<file path="src/srhh_pkg.sv">
/*
 * Shared constants and types for the step-rate, hold-current and homing block:
 * APB register offsets, field positions, reset values and timing counts.
 * Assumes a single 250 MHz system clock and a 32-bit APB register bus.
 */
package srhh_pkg;

   // Clock rate and the derived 10 ms hold tick.
   localparam int unsigned CLK_MHZ      = 250;
   localparam int unsigned CLK_HZ       = CLK_MHZ * 1000000;
   localparam int unsigned TICK_MS      = 10;
   localparam int unsigned TICK_CYC_DEF = CLK_MHZ * 1000 * TICK_MS;

   // Register byte offsets.
   localparam logic [7:0] OFS_DIV    = 8'h00;
   localparam logic [7:0] OFS_HOLD   = 8'h04;
   localparam logic [7:0] OFS_CTRL   = 8'h08;
   localparam logic [7:0] OFS_HOME   = 8'h0C;
   localparam logic [7:0] OFS_IVEL   = 8'h10;
   localparam logic [7:0] OFS_ACCEL  = 8'h14;
   localparam logic [7:0] OFS_STATUS = 8'h18;

   // Field positions.
   localparam int unsigned CTRL_INV_BIT   = 0;
   localparam int unsigned CTRL_STORE_BIT = 1;
   localparam int unsigned HOME_DIR_BIT   = 16;
   localparam int unsigned ST_BUSY_BIT    = 0;
   localparam int unsigned ST_RUN_BIT     = 1;
   localparam int unsigned ST_HACT_BIT    = 2;

   // Reset values and limits.
   localparam logic [7:0]  DIV_RST     = 8'h04;
   localparam logic [7:0]  HOLD_RST    = 8'h64;
   localparam logic [7:0]  HOLD_MIN    = 8'h05;
   localparam logic [7:0]  HOLD_OFF    = 8'hFF;
   localparam logic [14:0] IVEL_RST    = 15'h07D0;
   localparam logic [14:0] ACCEL_RST   = 15'h0010;
   localparam logic [14:0] VEL_MAX     = 15'h7D00;
   localparam logic [27:0] STEP_ACC_TOP = 28'(CLK_HZ);

   // Homing sequencer states.
   typedef enum logic [2:0] {
      ST_IDLE,
      ST_ACCEL,
      ST_SLEW,
      ST_DECEL,
      ST_REV
   } srhh_state_t;

endpackage : srhh_pkg

</file>
<file path="src/srhh_stepgen.sv">
/*
 * Step-rate generator: a prescaler divides the clock by the speed divider,
 * and a phase accumulator turns the rate in steps per second into pulses.
 * Assumes rate and divider come from logic on the same clock.
 */
`timescale 1ns/10ps
`default_nettype none

module srhh_stepgen
   import srhh_pkg::*;
(
   input  wire logic        clk_i,
   input  wire logic        rst_i,
   input  wire logic        en_i,
   input  wire logic [14:0] rate_i,
   input  wire logic [7:0]  div_i,
   output logic             step_o
);

   logic [7:0]  pre_cnt;
   logic [27:0] acc;
   logic [27:0] next_acc;
   logic        pre_tick;

   // Divider of one gives a tick every clock, so the rate passes unchanged.
   assign pre_tick = (pre_cnt >= div_i - 8'h01);
   assign next_acc = acc + {13'h0000, rate_i};

   // Prescaler; cleared while idle so every motion starts from a clean phase.
   always_ff @(posedge clk_i or posedge rst_i) begin
      if (rst_i) begin
         pre_cnt <= 8'h00;
      end else if (!en_i || pre_tick) begin
         pre_cnt <= 8'h00;
      end else begin
         pre_cnt <= pre_cnt + 8'h01;
      end
   end

   // Accumulator wraps at the clock rate, giving rate/div steps per second.
   always_ff @(posedge clk_i or posedge rst_i) begin
      if (rst_i) begin
         acc    <= 28'h0000000;
         step_o <= 1'b0;
      end else if (!en_i) begin
         acc    <= 28'h0000000;
         step_o <= 1'b0;
      end else if (pre_tick) begin
         step_o <= (next_acc >= STEP_ACC_TOP);
         acc    <= (next_acc >= STEP_ACC_TOP) ? next_acc - STEP_ACC_TOP : next_acc;
      end else begin
         step_o <= 1'b0;
      end
   end

endmodule : srhh_stepgen

`default_nettype wire

</file>
<file path="src/srhh_top.sv">
/*
 * Speed divider, hold-current timer and two-stage homing for one stepper axis.
 * Assumes an APB master on REF_CLK_I and a home switch on an asynchronous pin.
 */
`timescale 1ns/10ps
`default_nettype none

module srhh_top
   import srhh_pkg::*;
#(
   parameter int unsigned TICK_CYC = TICK_CYC_DEF
)
(
   input  wire logic        REF_CLK_I,
   input  wire logic        RST_I,
   input  wire logic        PSEL_I,
   input  wire logic        PENABLE_I,
   input  wire logic        PWRITE_I,
   input  wire logic [7:0]  PADDR_I,
   input  wire logic [31:0] PWDATA_I,
   output logic      [31:0] PRDATA_O,
   output logic             PREADY_O,
   output logic             PSLVERR_O,
   input  wire logic        HOME_I,
   output logic             STEP_O,
   output logic             DIR_O,
   output logic             RUN_CUR_O,
   output logic             BUSY_O,
   output logic             STORE_O
);

   logic [7:0]  div;
   logic [7:0]  hold_dly;
   logic        home_inv;
   logic [14:0] ivel;
   logic [14:0] accel;
   logic [14:0] home_spd;
   logic [14:0] vel;
   logic [7:0]  hold_cnt;
   logic        armed;
   logic [21:0] tick_cnt;
   logic        tick;
   logic        home_s1;
   logic        home_s2;
   logic        home_act;
   logic        wr_en;
   logic        mapped;
   logic        step_pulse;
   logic        gen_en;
   logic        home_go;
   logic [15:0] vel_up;
   logic [31:0] rd_mux;
   srhh_state_t state;

   assign wr_en   = PSEL_I & PENABLE_I & PWRITE_I & PREADY_O;
   assign mapped  = (PADDR_I == OFS_DIV) || (PADDR_I == OFS_HOLD) || (PADDR_I == OFS_CTRL) ||
                    (PADDR_I == OFS_HOME) || (PADDR_I == OFS_IVEL) ||
                    (PADDR_I == OFS_ACCEL) || (PADDR_I == OFS_STATUS);
   // A homing request is refused while a search is already running.
   // One entry point.
   assign home_go = wr_en && (PADDR_I == OFS_HOME) && (state == ST_IDLE) &&
                    (PWDATA_I[14:0] != 15'h0000);
   assign vel_up  = {1'b0, vel} + {1'b0, accel};

   // Read data multiplexer; reserved bits read as zero.
   // Divider readback.
   always_comb begin
      case (PADDR_I)
         OFS_DIV:    rd_mux = {24'h000000, div};
         OFS_HOLD:   rd_mux = {24'h000000, hold_dly};
         OFS_CTRL:   rd_mux = {31'h00000000, home_inv};
         OFS_HOME:   rd_mux = {15'h0000, DIR_O, 1'b0, home_spd};
         OFS_IVEL:   rd_mux = {17'h00000, ivel};
         OFS_ACCEL:  rd_mux = {17'h00000, accel};
         OFS_STATUS: rd_mux = {29'h00000000, home_act, RUN_CUR_O, BUSY_O};
         default:    rd_mux = 32'h00000000;
      endcase
   end

   // APB slave: one wait-free access phase, answer latched in the setup cycle.
   always_ff @(posedge REF_CLK_I or posedge RST_I) begin
      if (RST_I) begin
         PREADY_O  <= 1'b0;
         PSLVERR_O <= 1'b0;
         PRDATA_O  <= 32'h00000000;
      end else begin
         PREADY_O  <= PSEL_I & ~PENABLE_I & ~PREADY_O;
         PSLVERR_O <= PSEL_I & ~PENABLE_I & ~mapped;
         PRDATA_O  <= (PSEL_I & ~PENABLE_I & ~PWRITE_I) ? rd_mux : 32'h00000000;
      end
   end

   // Working parameter registers; nothing here survives power loss.
   always_ff @(posedge REF_CLK_I or posedge RST_I) begin
      if (RST_I) begin
         div      <= DIV_RST;
         hold_dly <= HOLD_RST;
         home_inv <= 1'b0;
         ivel     <= IVEL_RST;
         accel    <= ACCEL_RST;
      end else if (wr_en) begin
         if (PADDR_I == OFS_DIV && PWDATA_I[31:8] == 24'h000000 &&
             PWDATA_I[7:0] != 8'h00) begin
            div <= PWDATA_I[7:0];
         end
         if (PADDR_I == OFS_HOLD) begin
            if (PWDATA_I[31:8] != 24'h000000 || PWDATA_I[7:0] < HOLD_MIN) begin
               hold_dly <= HOLD_RST;
            end else begin
               hold_dly <= PWDATA_I[7:0];
            end
         end
         if (PADDR_I == OFS_CTRL) begin
            home_inv <= PWDATA_I[CTRL_INV_BIT];
         end
         if (PADDR_I == OFS_IVEL && PWDATA_I[14:0] <= VEL_MAX) begin
            ivel <= PWDATA_I[14:0];
         end
         if (PADDR_I == OFS_ACCEL && PWDATA_I[14:0] != 15'h0000) begin
            accel <= PWDATA_I[14:0];
         end
      end
   end

   always_ff @(posedge REF_CLK_I or posedge RST_I) begin
      if (RST_I) begin
         STORE_O <= 1'b0;
      end else begin
         STORE_O <= wr_en && (PADDR_I == OFS_CTRL) && PWDATA_I[CTRL_STORE_BIT];
      end
   end

   // Two-flop synchroniser for the home pin; only the second stage is used.
   always_ff @(posedge REF_CLK_I or posedge RST_I) begin
      if (RST_I) begin
         home_s1 <= 1'b1;
         home_s2 <= 1'b1;
      end else begin
         home_s1 <= HOME_I;
         home_s2 <= home_s1;
      end
   end

   assign home_act = ~home_s2 ^ home_inv;

   // Step generator runs in every moving state, but is cut in the same cycle
   // that the reverse creep sees the switch release, so no extra step leaks.
   // Stop on release.
   assign gen_en = (state != ST_IDLE) && !((state == ST_REV) && !home_act);

   srhh_stepgen u_stepgen (
      .clk_i  (REF_CLK_I),
      .rst_i  (RST_I),
      .en_i   (gen_en),
      .rate_i (vel),
      .div_i  (div),
      .step_o (step_pulse)
   );

   // Homing sequencer. Velocity changes by the slope on every ramp step, so the
   // speed quantum seen at the motor is slope/div: a larger divider walks a
   // ramp through the same number of smaller speed steps.
   always_ff @(posedge REF_CLK_I or posedge RST_I) begin
      if (RST_I) begin
         state    <= ST_IDLE;
         vel      <= IVEL_RST;
         home_spd <= 15'h0000;
         DIR_O    <= 1'b0;
      end else begin
         case (state)
            ST_IDLE: begin
               vel <= ivel;
               if (home_go) begin
                  home_spd <= PWDATA_I[14:0];
                  DIR_O    <= PWDATA_I[HOME_DIR_BIT];
                  state    <= (ivel >= PWDATA_I[14:0]) ? ST_SLEW : ST_ACCEL;
                  vel      <= (ivel >= PWDATA_I[14:0]) ? PWDATA_I[14:0] : ivel;
               end
            end
            ST_ACCEL: begin
               if (home_act) begin
                  state <= ST_DECEL;
               end else if (step_pulse) begin
                  if (vel_up >= {1'b0, home_spd}) begin
                     vel   <= home_spd;
                     state <= ST_SLEW;
                  end else begin
                     vel <= vel_up[14:0];
                  end
               end
            end
            ST_SLEW: begin
               if (home_act) begin
                  state <= ST_DECEL;
               end
            end
            ST_DECEL: begin
               // Slow down, then reverse.
               // The turn waits for a cycle without a step pulse, so DIR_O never
               // changes while STEP_O is high and the last slowing step keeps its way.
               if (vel <= ivel || vel - ivel <= accel) begin
                  if (!step_pulse) begin
                     vel   <= ivel;
                     DIR_O <= ~DIR_O;
                     state <= ST_REV;
                  end
               end else if (step_pulse) begin
                  vel <= vel - accel;
               end
            end
            ST_REV: begin
               if (!home_act) begin
                  state <= ST_IDLE;
               end
            end
            default: begin
               state <= ST_IDLE;
            end
         endcase
      end
   end

   // Step and busy outputs straight from flops.
   always_ff @(posedge REF_CLK_I or posedge RST_I) begin
      if (RST_I) begin
         STEP_O <= 1'b0;
         BUSY_O <= 1'b0;
      end else begin
         STEP_O <= step_pulse;
         BUSY_O <= (state != ST_IDLE) || home_go;
      end
   end

   always_ff @(posedge REF_CLK_I or posedge RST_I) begin
      if (RST_I) begin
         tick_cnt <= 22'h000000;
         tick     <= 1'b0;
      end else if (tick_cnt == 22'(TICK_CYC - 1)) begin
         tick_cnt <= 22'h000000;
         tick     <= 1'b1;
      end else begin
         tick_cnt <= tick_cnt + 22'h000001;
         tick     <= 1'b0;
      end
   end

   // Hold countdown. The free-running tick means the first decrement may come
   // early, so the real delay lies between (t-1) and t ticks.
   always_ff @(posedge REF_CLK_I or posedge RST_I) begin
      if (RST_I) begin
         RUN_CUR_O <= 1'b1;
         armed     <= 1'b0;
         hold_cnt  <= 8'h00;
      end else if (step_pulse || state != ST_IDLE) begin
         RUN_CUR_O <= 1'b1;
         armed     <= 1'b1;
         hold_cnt  <= hold_dly;
      end else if (armed && tick) begin
         if (hold_cnt <= 8'h01) begin
            armed <= 1'b0;
            if (hold_dly != HOLD_OFF) begin
               RUN_CUR_O <= 1'b0;
            end
         end else begin
            hold_cnt <= hold_cnt - 8'h01;
         end
      end
   end
endmodule : srhh_top

`default_nettype wire

</file>
<file path="config.mk">
export PLATFORM = sky130hd
export DESIGN_NAME = srhh_top
export DESIGN_NICKNAME = d
export VERILOG_FILES = /design/src/srhh_pkg.sv /design/src/srhh_stepgen.sv /design/src/srhh_top.sv
export SDC_FILE = /design/constraint.sdc
export NUM_CORES = 1
export LEC_CHECK = 0
export BUFFER_PORTS_ARGS = -buffer_cell sky130_fd_sc_hd__buf_2
export CORE_UTILIZATION = 50
export CTS_BUF_LIST = sky130_fd_sc_hd__clkbuf_8
export DETAILED_ROUTE_END_ITERATION = 8
export GPL_TIMING_DRIVEN = 1
export PLACE_DENSITY = 0.78
export SYNTH_ARGS = -nofsm -noshare
export SYNTH_HDL_FRONTEND = slang
export SYNTH_SLANG_ARGS = --single-unit
</file>
<file path="constraint.sdc">
create_clock -name REF_CLK_I -period 12.5 [get_ports REF_CLK_I]
set_input_delay 3.125 -clock REF_CLK_I [delete_from_list [all_inputs] [get_ports REF_CLK_I]]
set_output_delay 3.125 -clock REF_CLK_I [all_outputs]
set_load 0.02 [all_outputs]
</file>
# Word level (Yosys, flattened, before mapping)
# Cells that the tools add are included.
[totals]
regBits = 190
latchBits = 0
mem_bits_rw = 0
rom_bits = 0
in_bits = 46
output_inout_bits = 39
elab_cells = 176
n_memories = 0
[op_classes]
n_addsub = 9
mul = 0
div = 0
n_lt_le_gt_ge = 9
n_eq_ne = 25
shift = 0
n_mux = 44
bitwise_logic = 14
reduce_logical = 50
[ops]
columns = ["operator", "count"]
rows = [
  ["two-way mux 15 bit", 8],
  ["case mux 17 bit (7 select lines)", 1],
  ["two-way mux 28 bit", 3],
  ["case mux 15 bit (3 select lines)", 1],
  ["two-way mux 8 bit", 5],
  ["two-way mux 32 bit", 1],
  ["less-or-equal comparator 15 bit", 2],
  ["subtractor 15 bit", 2],
  ["adder 28 x 15 -> 28 bit", 1],
  ["greater-or-equal comparator 28 bit (second input constant)", 1],
  ["subtractor 28 bit (second input constant)", 1],
  ["equality test 8 x 5 -> 1 bit (second input constant)", 3],
  ["zero test 24 bit", 1],
  ["two-way mux 3 bit", 8],
  ["nonzero test 24 bit", 1],
  ["adder 22 x 1 -> 22 bit (second input constant)", 1],
  ["equality test 22 bit (second input constant)", 1],
  ["two-way mux 22 bit", 1],
  ["adder 15 x 15 -> 16 bit", 1],
  ["equality test 8 x 4 -> 1 bit (second input constant)", 2],
  ["greater-or-equal comparator 16 x 15 -> 1 bit", 1],
  ["!= test 2 bit (second input constant)", 8],
  ["AND reduction 2 bit", 8],
  ["subtractor 8 x 1 -> 8 bit (second input constant)", 2],
  ["other kinds (34)", 87],
]

# Logic depth before layout (Yosys ltp)
# Gate-level depths: netlist of the first run.
[logic_depth]
word_depth = 9
ltp_mapped = 27

# Modules after synthesis
# From an unflattened synthesis of the first run, not the netlist that was laid out.
[hier_totals]
cells_unflattened = 1586
hier_area_um2 = 13684.4
[modules_own_cells]
columns = ["mod", "n_inst", "cells_per_inst", "area_per_inst_um2"]
rows = [
  ["srhh_top", 1, 1118, 9914.5],
  ["srhh_stepgen", 1, 468, 3769.9],
]

# Worst setup path after synthesis of the first run
# OpenSTA, ideal clock, no wires.
[synth_timing]
kind = "input port to flip-flop"
start = "in PWDATA_I[1]"
end = "reg vel[3]"
t_arrival_ns = 5.814
required_time_ns = 12.371
path_slack_ns = 6.557
path_stages = 17
n_path_buf = 3
path_cell_list = "clkbuf_1 > inv_1 > ha_1 > nor2b_1 > o21a_1 > o21a_1 > o21a_1 > o21ai_0 > a21boi_0 > o2111ai_1 > a311o_1 > buf_6 > buf_2 > mux2i_1 > o22ai_1 > a311oi_1 > o21ai_1"
[synth_via]
elab_chain_cells = 4
word_cells_on_any_way = 6
classes_between = "1 x order compare; 3 x mux; 2 x reduce/logical"
[synth_rtl]
columns = ["item", "line", "rtl"]
rows = [
  ["start, declared", "srhh_top.sv:20", "input wire logic [31:0] PWDATA_I,"],
  ["greater-or-equal comparator 15 bit or nonzero test 15 bit (tied branches)", "srhh_top.sv:177, srhh_top.sv:62", ""],
  ["two-way mux 15 bit or logical AND 1 bit (tied branches)", "srhh_top.sv:177, srhh_top.sv:61", ""],
  ["two-way mux 15 bit *", "srhh_top.sv:173", "if (home_go) begin"],
  ["case mux 15 bit (3 select lines) *", "srhh_top.sv:170", "case (state)"],
  ["end signal, assigned", "srhh_top.sv:172", "vel <= ivel;"],
  ["end signal, assigned", "srhh_top.sv:177", "vel <= (ivel >= PWDATA_I[14:0]) ? PWDATA_I[14:0] : ivel;"],
  ["end signal, assigned", "srhh_top.sv:185", "vel <= home_spd;"],
  ["end, declared", "srhh_top.sv:38", "logic [14:0] vel;"],
]
# Every way passes the cells marked *; elsewhere a longest branch is shown, timed or not.
# A chain may end at the register's enable or synchronous reset.

# Final worst setup path of the first run
[layout_timing]
start = "reg ivel[0]"
end = "reg vel[2]"
[layout_via]
elab_chain_cells = 5
word_cells_on_any_way = 12
classes_between = "1 x add/sub; 3 x order compare; 2 x eq/ne; 4 x mux; 2 x reduce/logical"
[layout_rtl]
columns = ["item", "line", "rtl"]
rows = [
  ["start, declared", "srhh_top.sv:35", "logic [14:0] ivel;"],
  ["start signal, assigned", "srhh_top.sv:117", "ivel <= PWDATA_I[14:0];"],
  ["subtractor 15 bit", "srhh_top.sv:201", "if (vel <= ivel || vel - ivel <= accel) begin"],
  ["less-or-equal comparator 15 bit", "srhh_top.sv:201", ""],
  ["logical OR 1 bit", "srhh_top.sv:201", ""],
  ["!= test 3 bit (no source line), or another cell as far along", "n/a", ""],
  ["AND reduction 5 bit (no source line) or case mux 15 bit (3 select lines) (tied branches)", "n/a", ""],
  ["end signal, assigned", "srhh_top.sv:188", "vel <= vel_up[14:0];"],
  ["end signal, assigned", "srhh_top.sv:203", "vel <= ivel;"],
  ["end signal, assigned", "srhh_top.sv:208", "vel <= vel - accel;"],
]
# Several ways; a longest one is shown, not always the timed one.

==> impl_metrics.csv, run 1 <==
group,metric,value,unit
yosys,synth.distinct_cells,90,
finish,fillCellCount,2425,
critical_path,critical_path_maximum_fanout,21,
sta,setup_viol,0,
sta,tightest_slew,1000,ps
critical_path,cp-start-kind,"flip-flop",
critical_path,worst_ep_required_time,12880,ps
power_and_ir_drop,peakVddDrop,0.101,mV
sta,period_share,0.522,
floorplan,ioPinCount,85,
sta,setup-tns-final,0,ps
drt,drt_iter0_drc,1492,
floorplan,rows,60,
cts,tritoncts_num_sinks,174,
power_and_ir_drop,comb_power_share,0.539,
yosys,asr_flop_ratio_synth,1.00,
power_and_ir_drop,seq_power_share,0.289,
sta,timing.slew.headroom,0.331,
sta,achievable-frequency,153,MHz
cts,hold_buffers,0,
place,gp_routability_congestion,1.03,
global_route,grt_max_degree,71,
sta,final.min_clock_period,6530,ps
global_route,grt_pass1_wl,60.1,mm
power_and_ir_drop,powerDensity,166,nW/um2
power_and_ir_drop,cellLeakagePower,6.74,nW
drt,route.antenna.remaining_nets,0,
sta,report.final.hold_viol_count,0,
critical_path,reg2reg_to,"vel[2]",
cts,clock_tree.root_cell,"clkbuf_8",
sta,rsz0062_at_grt,"no",
hold_path,hold-path-endpoint,"home_s2",
floorplan,effective_utilization_at_floorplan,0.508,
yosys,postSynthCellCount,1603,
yosys,synth_edf_count,0,
critical_path,worst-r2r-cell-count,25,
cts,worstSkewPairLatency,490,ps
global_route,grt_remaining_overflow,0,
yosys,post-synth-top-area-fraction,0.283,
cts,post-cts-setup-buffers,0,
sta,timing.final.max_slew_violations,0,
global_route,grt_usage,0.267,
drt,vias,12200,
drt,drt-vias-per-instance,6.12,
finish,antenna_cells_inserted,0,
cts,cts_max_level,4,
drt,wirelength_routed,36.8,mm
drt,wl_per_cell,18.5,um
yosys,yosys_warnings,0,
finish,syn2layout_area_growth,6.92,%
cts,tritoncts.num_buffers,17,
floorplan,die_x,167,um
sta,clock-skew-final,25.0,ps
drt,drt-pass1-iter-count,7,
cts,cts.repair.resized,0,
critical_path,rr_startpoint,"ivel[0]",
power_and_ir_drop,power.share.clock,0.172,
yosys,synthesis.area,13600,um2
cts,cts_buffer_depth,2,
cts,cts_tree,"done",
finish,final_cell_count_no_fill,1988,
critical_path,worst_setup_ep_type,"flip-flop",
global_route,antenna_found_initial,0,
floorplan,floorplan.die.height,167,um
critical_path,critical_path_arrival,6900,ps
hold_path,hold_path.startpoint,"home_s1",
power_and_ir_drop,p_int,1.27,mW
place,place_inst,1956,
floorplan,die-area,27900,um2
run_status,run_status,"complete, no violations",
hold_path,holdCritPathClass,"reg2reg",
yosys,cell_types_occupying_the_most_area_after_synthesis,"dfrtp_1 (28%), ha_1 (11%), nand2_1 (4.3%)",
critical_path,worst-setup-path-type,"reg2reg",
place,detailed_placement_wirelength_estimate,27.5,mm
yosys,post-synth-top-area-cell,"dfrtp_1",
critical_path,r2r_setup_slack,5970,ps
yosys,synth_flop_cell,"dfrtp_1",
drt,remaining_drc_errors,0,
place,portBuffers,68,
floorplan,design.core.area,26800,um2
cts,clkTransAtPathRegs,120,ps
power_and_ir_drop,switching_share,0.476,
hold_path,min_path_cells,0,
finish,fin_nets,1802,
yosys,register_bit_count_reported_by_yosys,174,
yosys,seq_area_frac_synth,0.322,
job,cap_viol_max_count,0,
power_and_ir_drop,netSwitchingPower,1.15,mW
yosys,postSynthAreaPerCell,8.49,um2
global_route,grt_pass1_vias,11800,
finish,fraction_of_layout_cells_with_a_size_suffix_above_1,0.115,
Yosys cell counts (all sizes together) (29+ instances only):
cell type	count
buf	29
o21ai	122
and3	35
nand3	46
mux2i	35
dfrtp	154
nor3	29
nand2	158
nor2	141
xor2	37
xnor2	59
ha	118
inv	108
clkbuf	59
a21oi	101
state kept, by name (all words and copies together) (netlist names), 3 cells and up:
register / count
u_stepgen.acc: 28
tick_cnt: 22
PRDATA_O: 16
accel: 15
home_spd: 15
ivel: 15
vel: 15
div: 8
hold_cnt: 8
hold_dly: 8
u_stepgen.pre_cnt: 8
state: 3
kinds of logic (layout without fill, tap and decap cells):
family | Yosys count | after routing | synth area share
XOR/XNOR | 96 | 96 | 0.0637
AO/OA/AOI/OAI | 424 | 424 | 0.206
other | 1 | 16 | 0.000276
adder cells (fa/ha/maj) | 122 | 122 | 0.114
multiplexers | 51 | 51 | 0.0390
buffers and inverters | 196 | 225 | 0.0620
flip-flops | 174 | 174 | 0.322
AND/OR/NAND/NOR | 539 | 539 | 0.193
layout make-up:
class	count	area, um2	area share
Clock inverter	15	174	0.0120
Tap cell	341	427	0.0293
Clock buffer	17	234	0.0161
Inverter	108	410	0.0282
Sequential cell	174	4380	0.301
Timing Repair Buffer	85	468	0.0322
Multi-Input combinational cell	1248	8460	0.581
how the worst max path moves through the flow:
stage	start	end	slack, ps	cells past startpoint
3_5_place_dp	ivel[0]	vel[2]	6150	25
4_1_cts	ivel[0]	vel[2]	6130	25
2_1_floorplan	RST_I	BUSY_O	4690	1
6_report	ivel[0]	vel[2]	5970	25
3_3_place_gp	PWDATA_I[1]	vel[2]	6240	16
5_1_grt	vel[0]	vel[2]	5580	26
layer usage:
layer,global-route usage,routed length (um),up-vias
met5,0,0,-
met2,0.435,16800,537
met1,0.357,16100,5761
met4,0.0962,1160,0
met3,0.0425,2730,88
li1,-,-,5771
cells in the final DEF (no fill, tap or decap), types with 14 or more instances in the layout:
cell type and instances:
mux2i_1 35, nand2_1 157, nor4_1 16, a31oi_1 15, nor2b_1 16, a21oi_1 97
ha_1 118, a211oi_1 17, and3_1 34, mux2_2 16, buf_2 68, nand4_1 24
dfstp_2 20, xor2_1 36, nand3_1 46, nand2b_1 19, nor2_1 138, dfrtp_1 154
o22ai_1 14, a21o_1 22, buf_4 17, nor3_1 27, inv_1 108, conb_1 16
clkbuf_8 17, o21ai_0 114, xnor2_1 58
metrics by stage:
step	power, mW	area, um2	utilization	worst slack, ps	hold WS [ps]
after floorplan	1.66	13700	-	4690	345
after global placement	1.94	14100	0.528	6240	349
after detailed placement	1.98	14100	0.528	6150	355
after CTS	2.40	14500	0.543	6130	389
after global routing	2.58	14500	0.543	5580	392
final	2.42	14500	0.543	5970	380
power groups by stage:
| stage | Clock [mW] | Combinational (mW) | Sequential (mW) |
|---|---|---|---|
| final | 0.416 | 1.30 | 0.698 |
| after global routing | 0.441 | 1.43 | 0.704 |
| after CTS | 0.420 | 1.28 | 0.695 |
| after detailed placement | 0 | 1.27 | 0.704 |
| after global placement | 0 | 1.24 | 0.702 |
| after floorplan | 0 | 0.985 | 0.676 |
worst max-delay path: stages, from the launching register on:
cell and delay [ps]:
dfrtp_1 470, ha_1 260, fa_1 420, nor2b_1 120
o21ai_0 90, a21boi_0 290, o21ai_0 150, a21boi_0 290
o21ai_0 160, a21boi_0 250, o21ai_0 150, a21oi_1 210
o21ai_0 150, nand3_1 110, o311ai_0 160, ha_1 340
nand4_1 130, or4_1 520, o41ai_1 80, a21oi_1 70
o211ai_1 90, buf_4 320, nor4_1 100, a211oi_2 790
buf_4 340, mux2_2 350
Power figures use the tool's default switching activity.
==> run 2, diff against run 1 <==
Settings changed: ABC_AREA from default to 1, PLACE_DENSITY 0.78 to 0.8.
Clock period 12.5 ns to 5.4 ns, I/O delays scaled along.
==> run 2 against run 1 <==
  * Global-route usage increased by 5.3 points
  * Die area grew 5.7%
  * Synthesized area grew 5.7%
  * Hold slack lost 16 ps
  * Synthesized cell count rose by 31%
  * Critical path type unchanged
==> impl_metrics.csv, run 2 <==
group,metric,value,unit
run_status,run_status,"complete, no violations",
yosys,synthesis.area,14400,um2
yosys,cell_types_occupying_the_most_area_after_synthesis,"dfrtp_1 (27%), nand2_1 (15%), ha_1 (10%)",
power_and_ir_drop,powerDensity,282,nW/um2
critical_path,cp_cell_sequence,"inv_1 -> ha_1 -> nand2_1 -> nor2_1 -> a211oi_1 -> o21ai_0 -> buf_4 -> a31oi_1 -> o21ai_0 -> a31oi_1 -> xnor2_1 -> ha_1 -> nand4_1 -> nor3_1 -> o21ai_0 -> nand2_1 -> nand3_2 -> inv_2 -> nand3_1 -> nand2_2 -> clkinvlp_4 -> nand2_1 -> nand2_1",
place,portBuffers,68,
critical_path,r2r_setup_slack,360,ps
critical_path,timing.critical_path.mode_cell,"nand2_1",
critical_path,worst_path_dominant_cell_family,"simple AND/OR/NAND/NOR gates",
critical_path,worst_ep_required_time,5790,ps
critical_path,timing.critical_path.buf_inv,4,
yosys,post-synth-top-area-cell,"dfrtp_1",
critical_path,crit_slowest_cell,"a211oi_1",
floorplan,effective_utilization_at_floorplan,0.514,
finish,largest_register_ffs,28,
drt,route.antenna.remaining_nets,0,
place,gp_routability_congestion,1.02,
yosys,postSynthCellCount,2103,
power_and_ir_drop,cellLeakagePower,8.15,nW
yosys,register_bit_count_reported_by_yosys,174,
yosys,compound_gate_fraction_of_synth_area,0.136,
yosys,post-synth-top-area-fraction,0.268,
critical_path,critical_path_arrival,5430,ps
power_and_ir_drop,peakVddDrop,0.257,mV
cts,tritoncts_num_sinks,174,
global_route,grt_pass1_wl,72.2,mm
drt,drt_iter0_drc,1590,
drt,remaining_drc_errors,0,
sta,timing.final.max_slew_violations,0,
finish,final_common_cell,"nand2_1",
critical_path,worst_path_largest_cell_delay,440,ps
place,detailed_placement_wirelength_estimate,35.9,mm
cts,clock_tree.root_cell,"clkbuf_8",
sta,final.min_clock_period,5040,ps
finish,syn2layout_area_growth,7.77,%
floorplan,floorplan.die.height,172,um
hold_path,min_path_cells,0,
sta,setup-tns-final,0,ps
critical_path,critical_path_maximum_fanout,17,
yosys,synth_flop_cell,"dfrtp_1",
floorplan,ioPinCount,85,
floorplan,rows,61,
global_route,antenna_found_initial,0,
yosys,asr_flop_ratio_synth,1.00,
global_route,grt_usage,0.320,
finish,fraction_of_layout_cells_with_a_size_suffix_above_1,0.0857,
cts,clkTransAtPathRegs,120,ps
drt,wl_per_cell,17.7,um
sta,timing.slew.headroom,0.384,
cts,cts_buffer_depth,2,
yosys,synth-adder-area-share,0.108,
yosys,seq_area_frac_synth,0.304,
yosys,yosys_warnings,0,
floorplan,die-area,29500,um2
global_route,grt_remaining_overflow,0,
global_route,grt_pass1_vias,13400,
job,cap_viol_max_count,0,
cts,hold_buffers,0,
drt,wirelength_routed,45.4,mm
sta,setup_viol,0,
yosys,synth.distinct_cells,58,
sta,period_share,0.933,
critical_path,worst-r2r-cell-count,23,
cts,post-cts-setup-buffers,0,
finish,final_cell_mix,"nand2_1 (565), inv_1 (306), nor2_1 (158), dfrtp_1 (154), nand3_1 (148)",
critical_path,cp-start-kind,"flip-flop",
floorplan,design.core.area,28000,um2
drt,drt-pass1-iter-count,7,
critical_path,worst-path-stages,23,
finish,antenna_cells_inserted,0,
yosys,post_synth_and_or_nand_nor_area_fraction,0.309,
sta,report.final.hold_viol_count,0,
yosys,library_cell_with_the_highest_instance_count_after_synthesis,"nand2_1",
sta,achievable-frequency,198,MHz
floorplan,die_x,172,um
yosys,synth_top_family_by_area,"simple AND/OR/NAND/NOR gates",
hold_path,holdCritPathClass,"reg2reg",
critical_path,worst_setup_ep_type,"flip-flop",
sta,clock-skew-final,24.5,ps
yosys,postSynthAreaPerCell,6.84,um2
cts,worstSkewPairLatency,510,ps
sta,rsz0062_at_grt,"no",
sta,tightest_slew,920,ps
yosys,synth-xor-area-share,0.0389,
cts,cts_tree,"done",
cts,cts.repair.resized,0,
drt,vias,14600,
drt,drt-vias-per-instance,5.71,
cts,cts_max_level,4,
finish,top_regs,"u_stepgen.acc x28, tick_cnt x22, PRDATA_O x16",
finish,regMostFlops,"u_stepgen.acc",
yosys,post_synth_mux_area_share,0,
yosys,synth_edf_count,0,
yosys,synth_top_cells_by_count,"nand2_1 (565), inv_1 (308), nor2_1 (159)",
cts,tritoncts.num_buffers,17,
sta,hold_slack,365,ps
finish,fin_nets,2336,
global_route,grt_max_degree,140,
critical_path,worst-setup-path-type,"reg2reg",
run 2: worst paths after layout:
kind,startpoint,to
worst max-delay path,ivel[2],vel[12]
worst min register to register,home_s1,home_s2
min in group asynchronous,RST_I,home_spd[3]
max in group asynchronous,RST_I,tick_cnt[14]
worst max register to register,ivel[2],vel[12]
worst min-delay path,home_s1,home_s2
run 2: layout make-up:
| cell class | count | area [um2] |
|---|---|---|
| multi-input combinational | 1571 | 8580 |
| sequential | 174 | 4380 |
| fill | 2757 | 12500 |
| timing repair buffer | 85 | 480 |
| inverter | 319 | 1200 |
| clock buffer | 17 | 234 |
| tap | 378 | 473 |
| clock inverter | 15 | 155 |
run 2: kinds of logic after synthesis:
| logic type | after synthesis |
|---|---|
| other | 1 |
| adder cells (fa/ha/maj) | 122 |
| AND/OR/NAND/NOR | 1029 |
| XOR/XNOR | 63 |
| buffers and inverters | 373 |
| flip-flops | 174 |
| AO/OA/AOI/OAI | 341 |
run 2: metrics by stage:
stage          area, um2  cells  setup slack [ps]  utilization  total power, mW
4_1_cts            15500   2559               314        0.553             4.33
3_5_place_dp       15100   2527               379        0.539             3.38
5_1_grt            15500   2559              33.5        0.554             4.68
2_1_floorplan      14400   2118              1590            -             2.84
6_report           15500   2559               360        0.554             4.37
3_3_place_gp       15100   2527               548        0.539             3.36
run 2: power by group:
group / switching (mW) / total [mW] / internal, mW
Combinational: 1.33 / 1.97 / 0.634
Clock: 0.566 / 0.947 / 0.381
Sequential: 0.0785 / 1.46 / 1.38
run 2: layer usage:
layer	global-route usage	up-vias	routed length (um)
li1	-	7023	-
met3	0.0649	103	3940
met1	0.439	6845	20200
met2	0.501	631	19900
met4	0.105	0	1380
met5	0	-	0
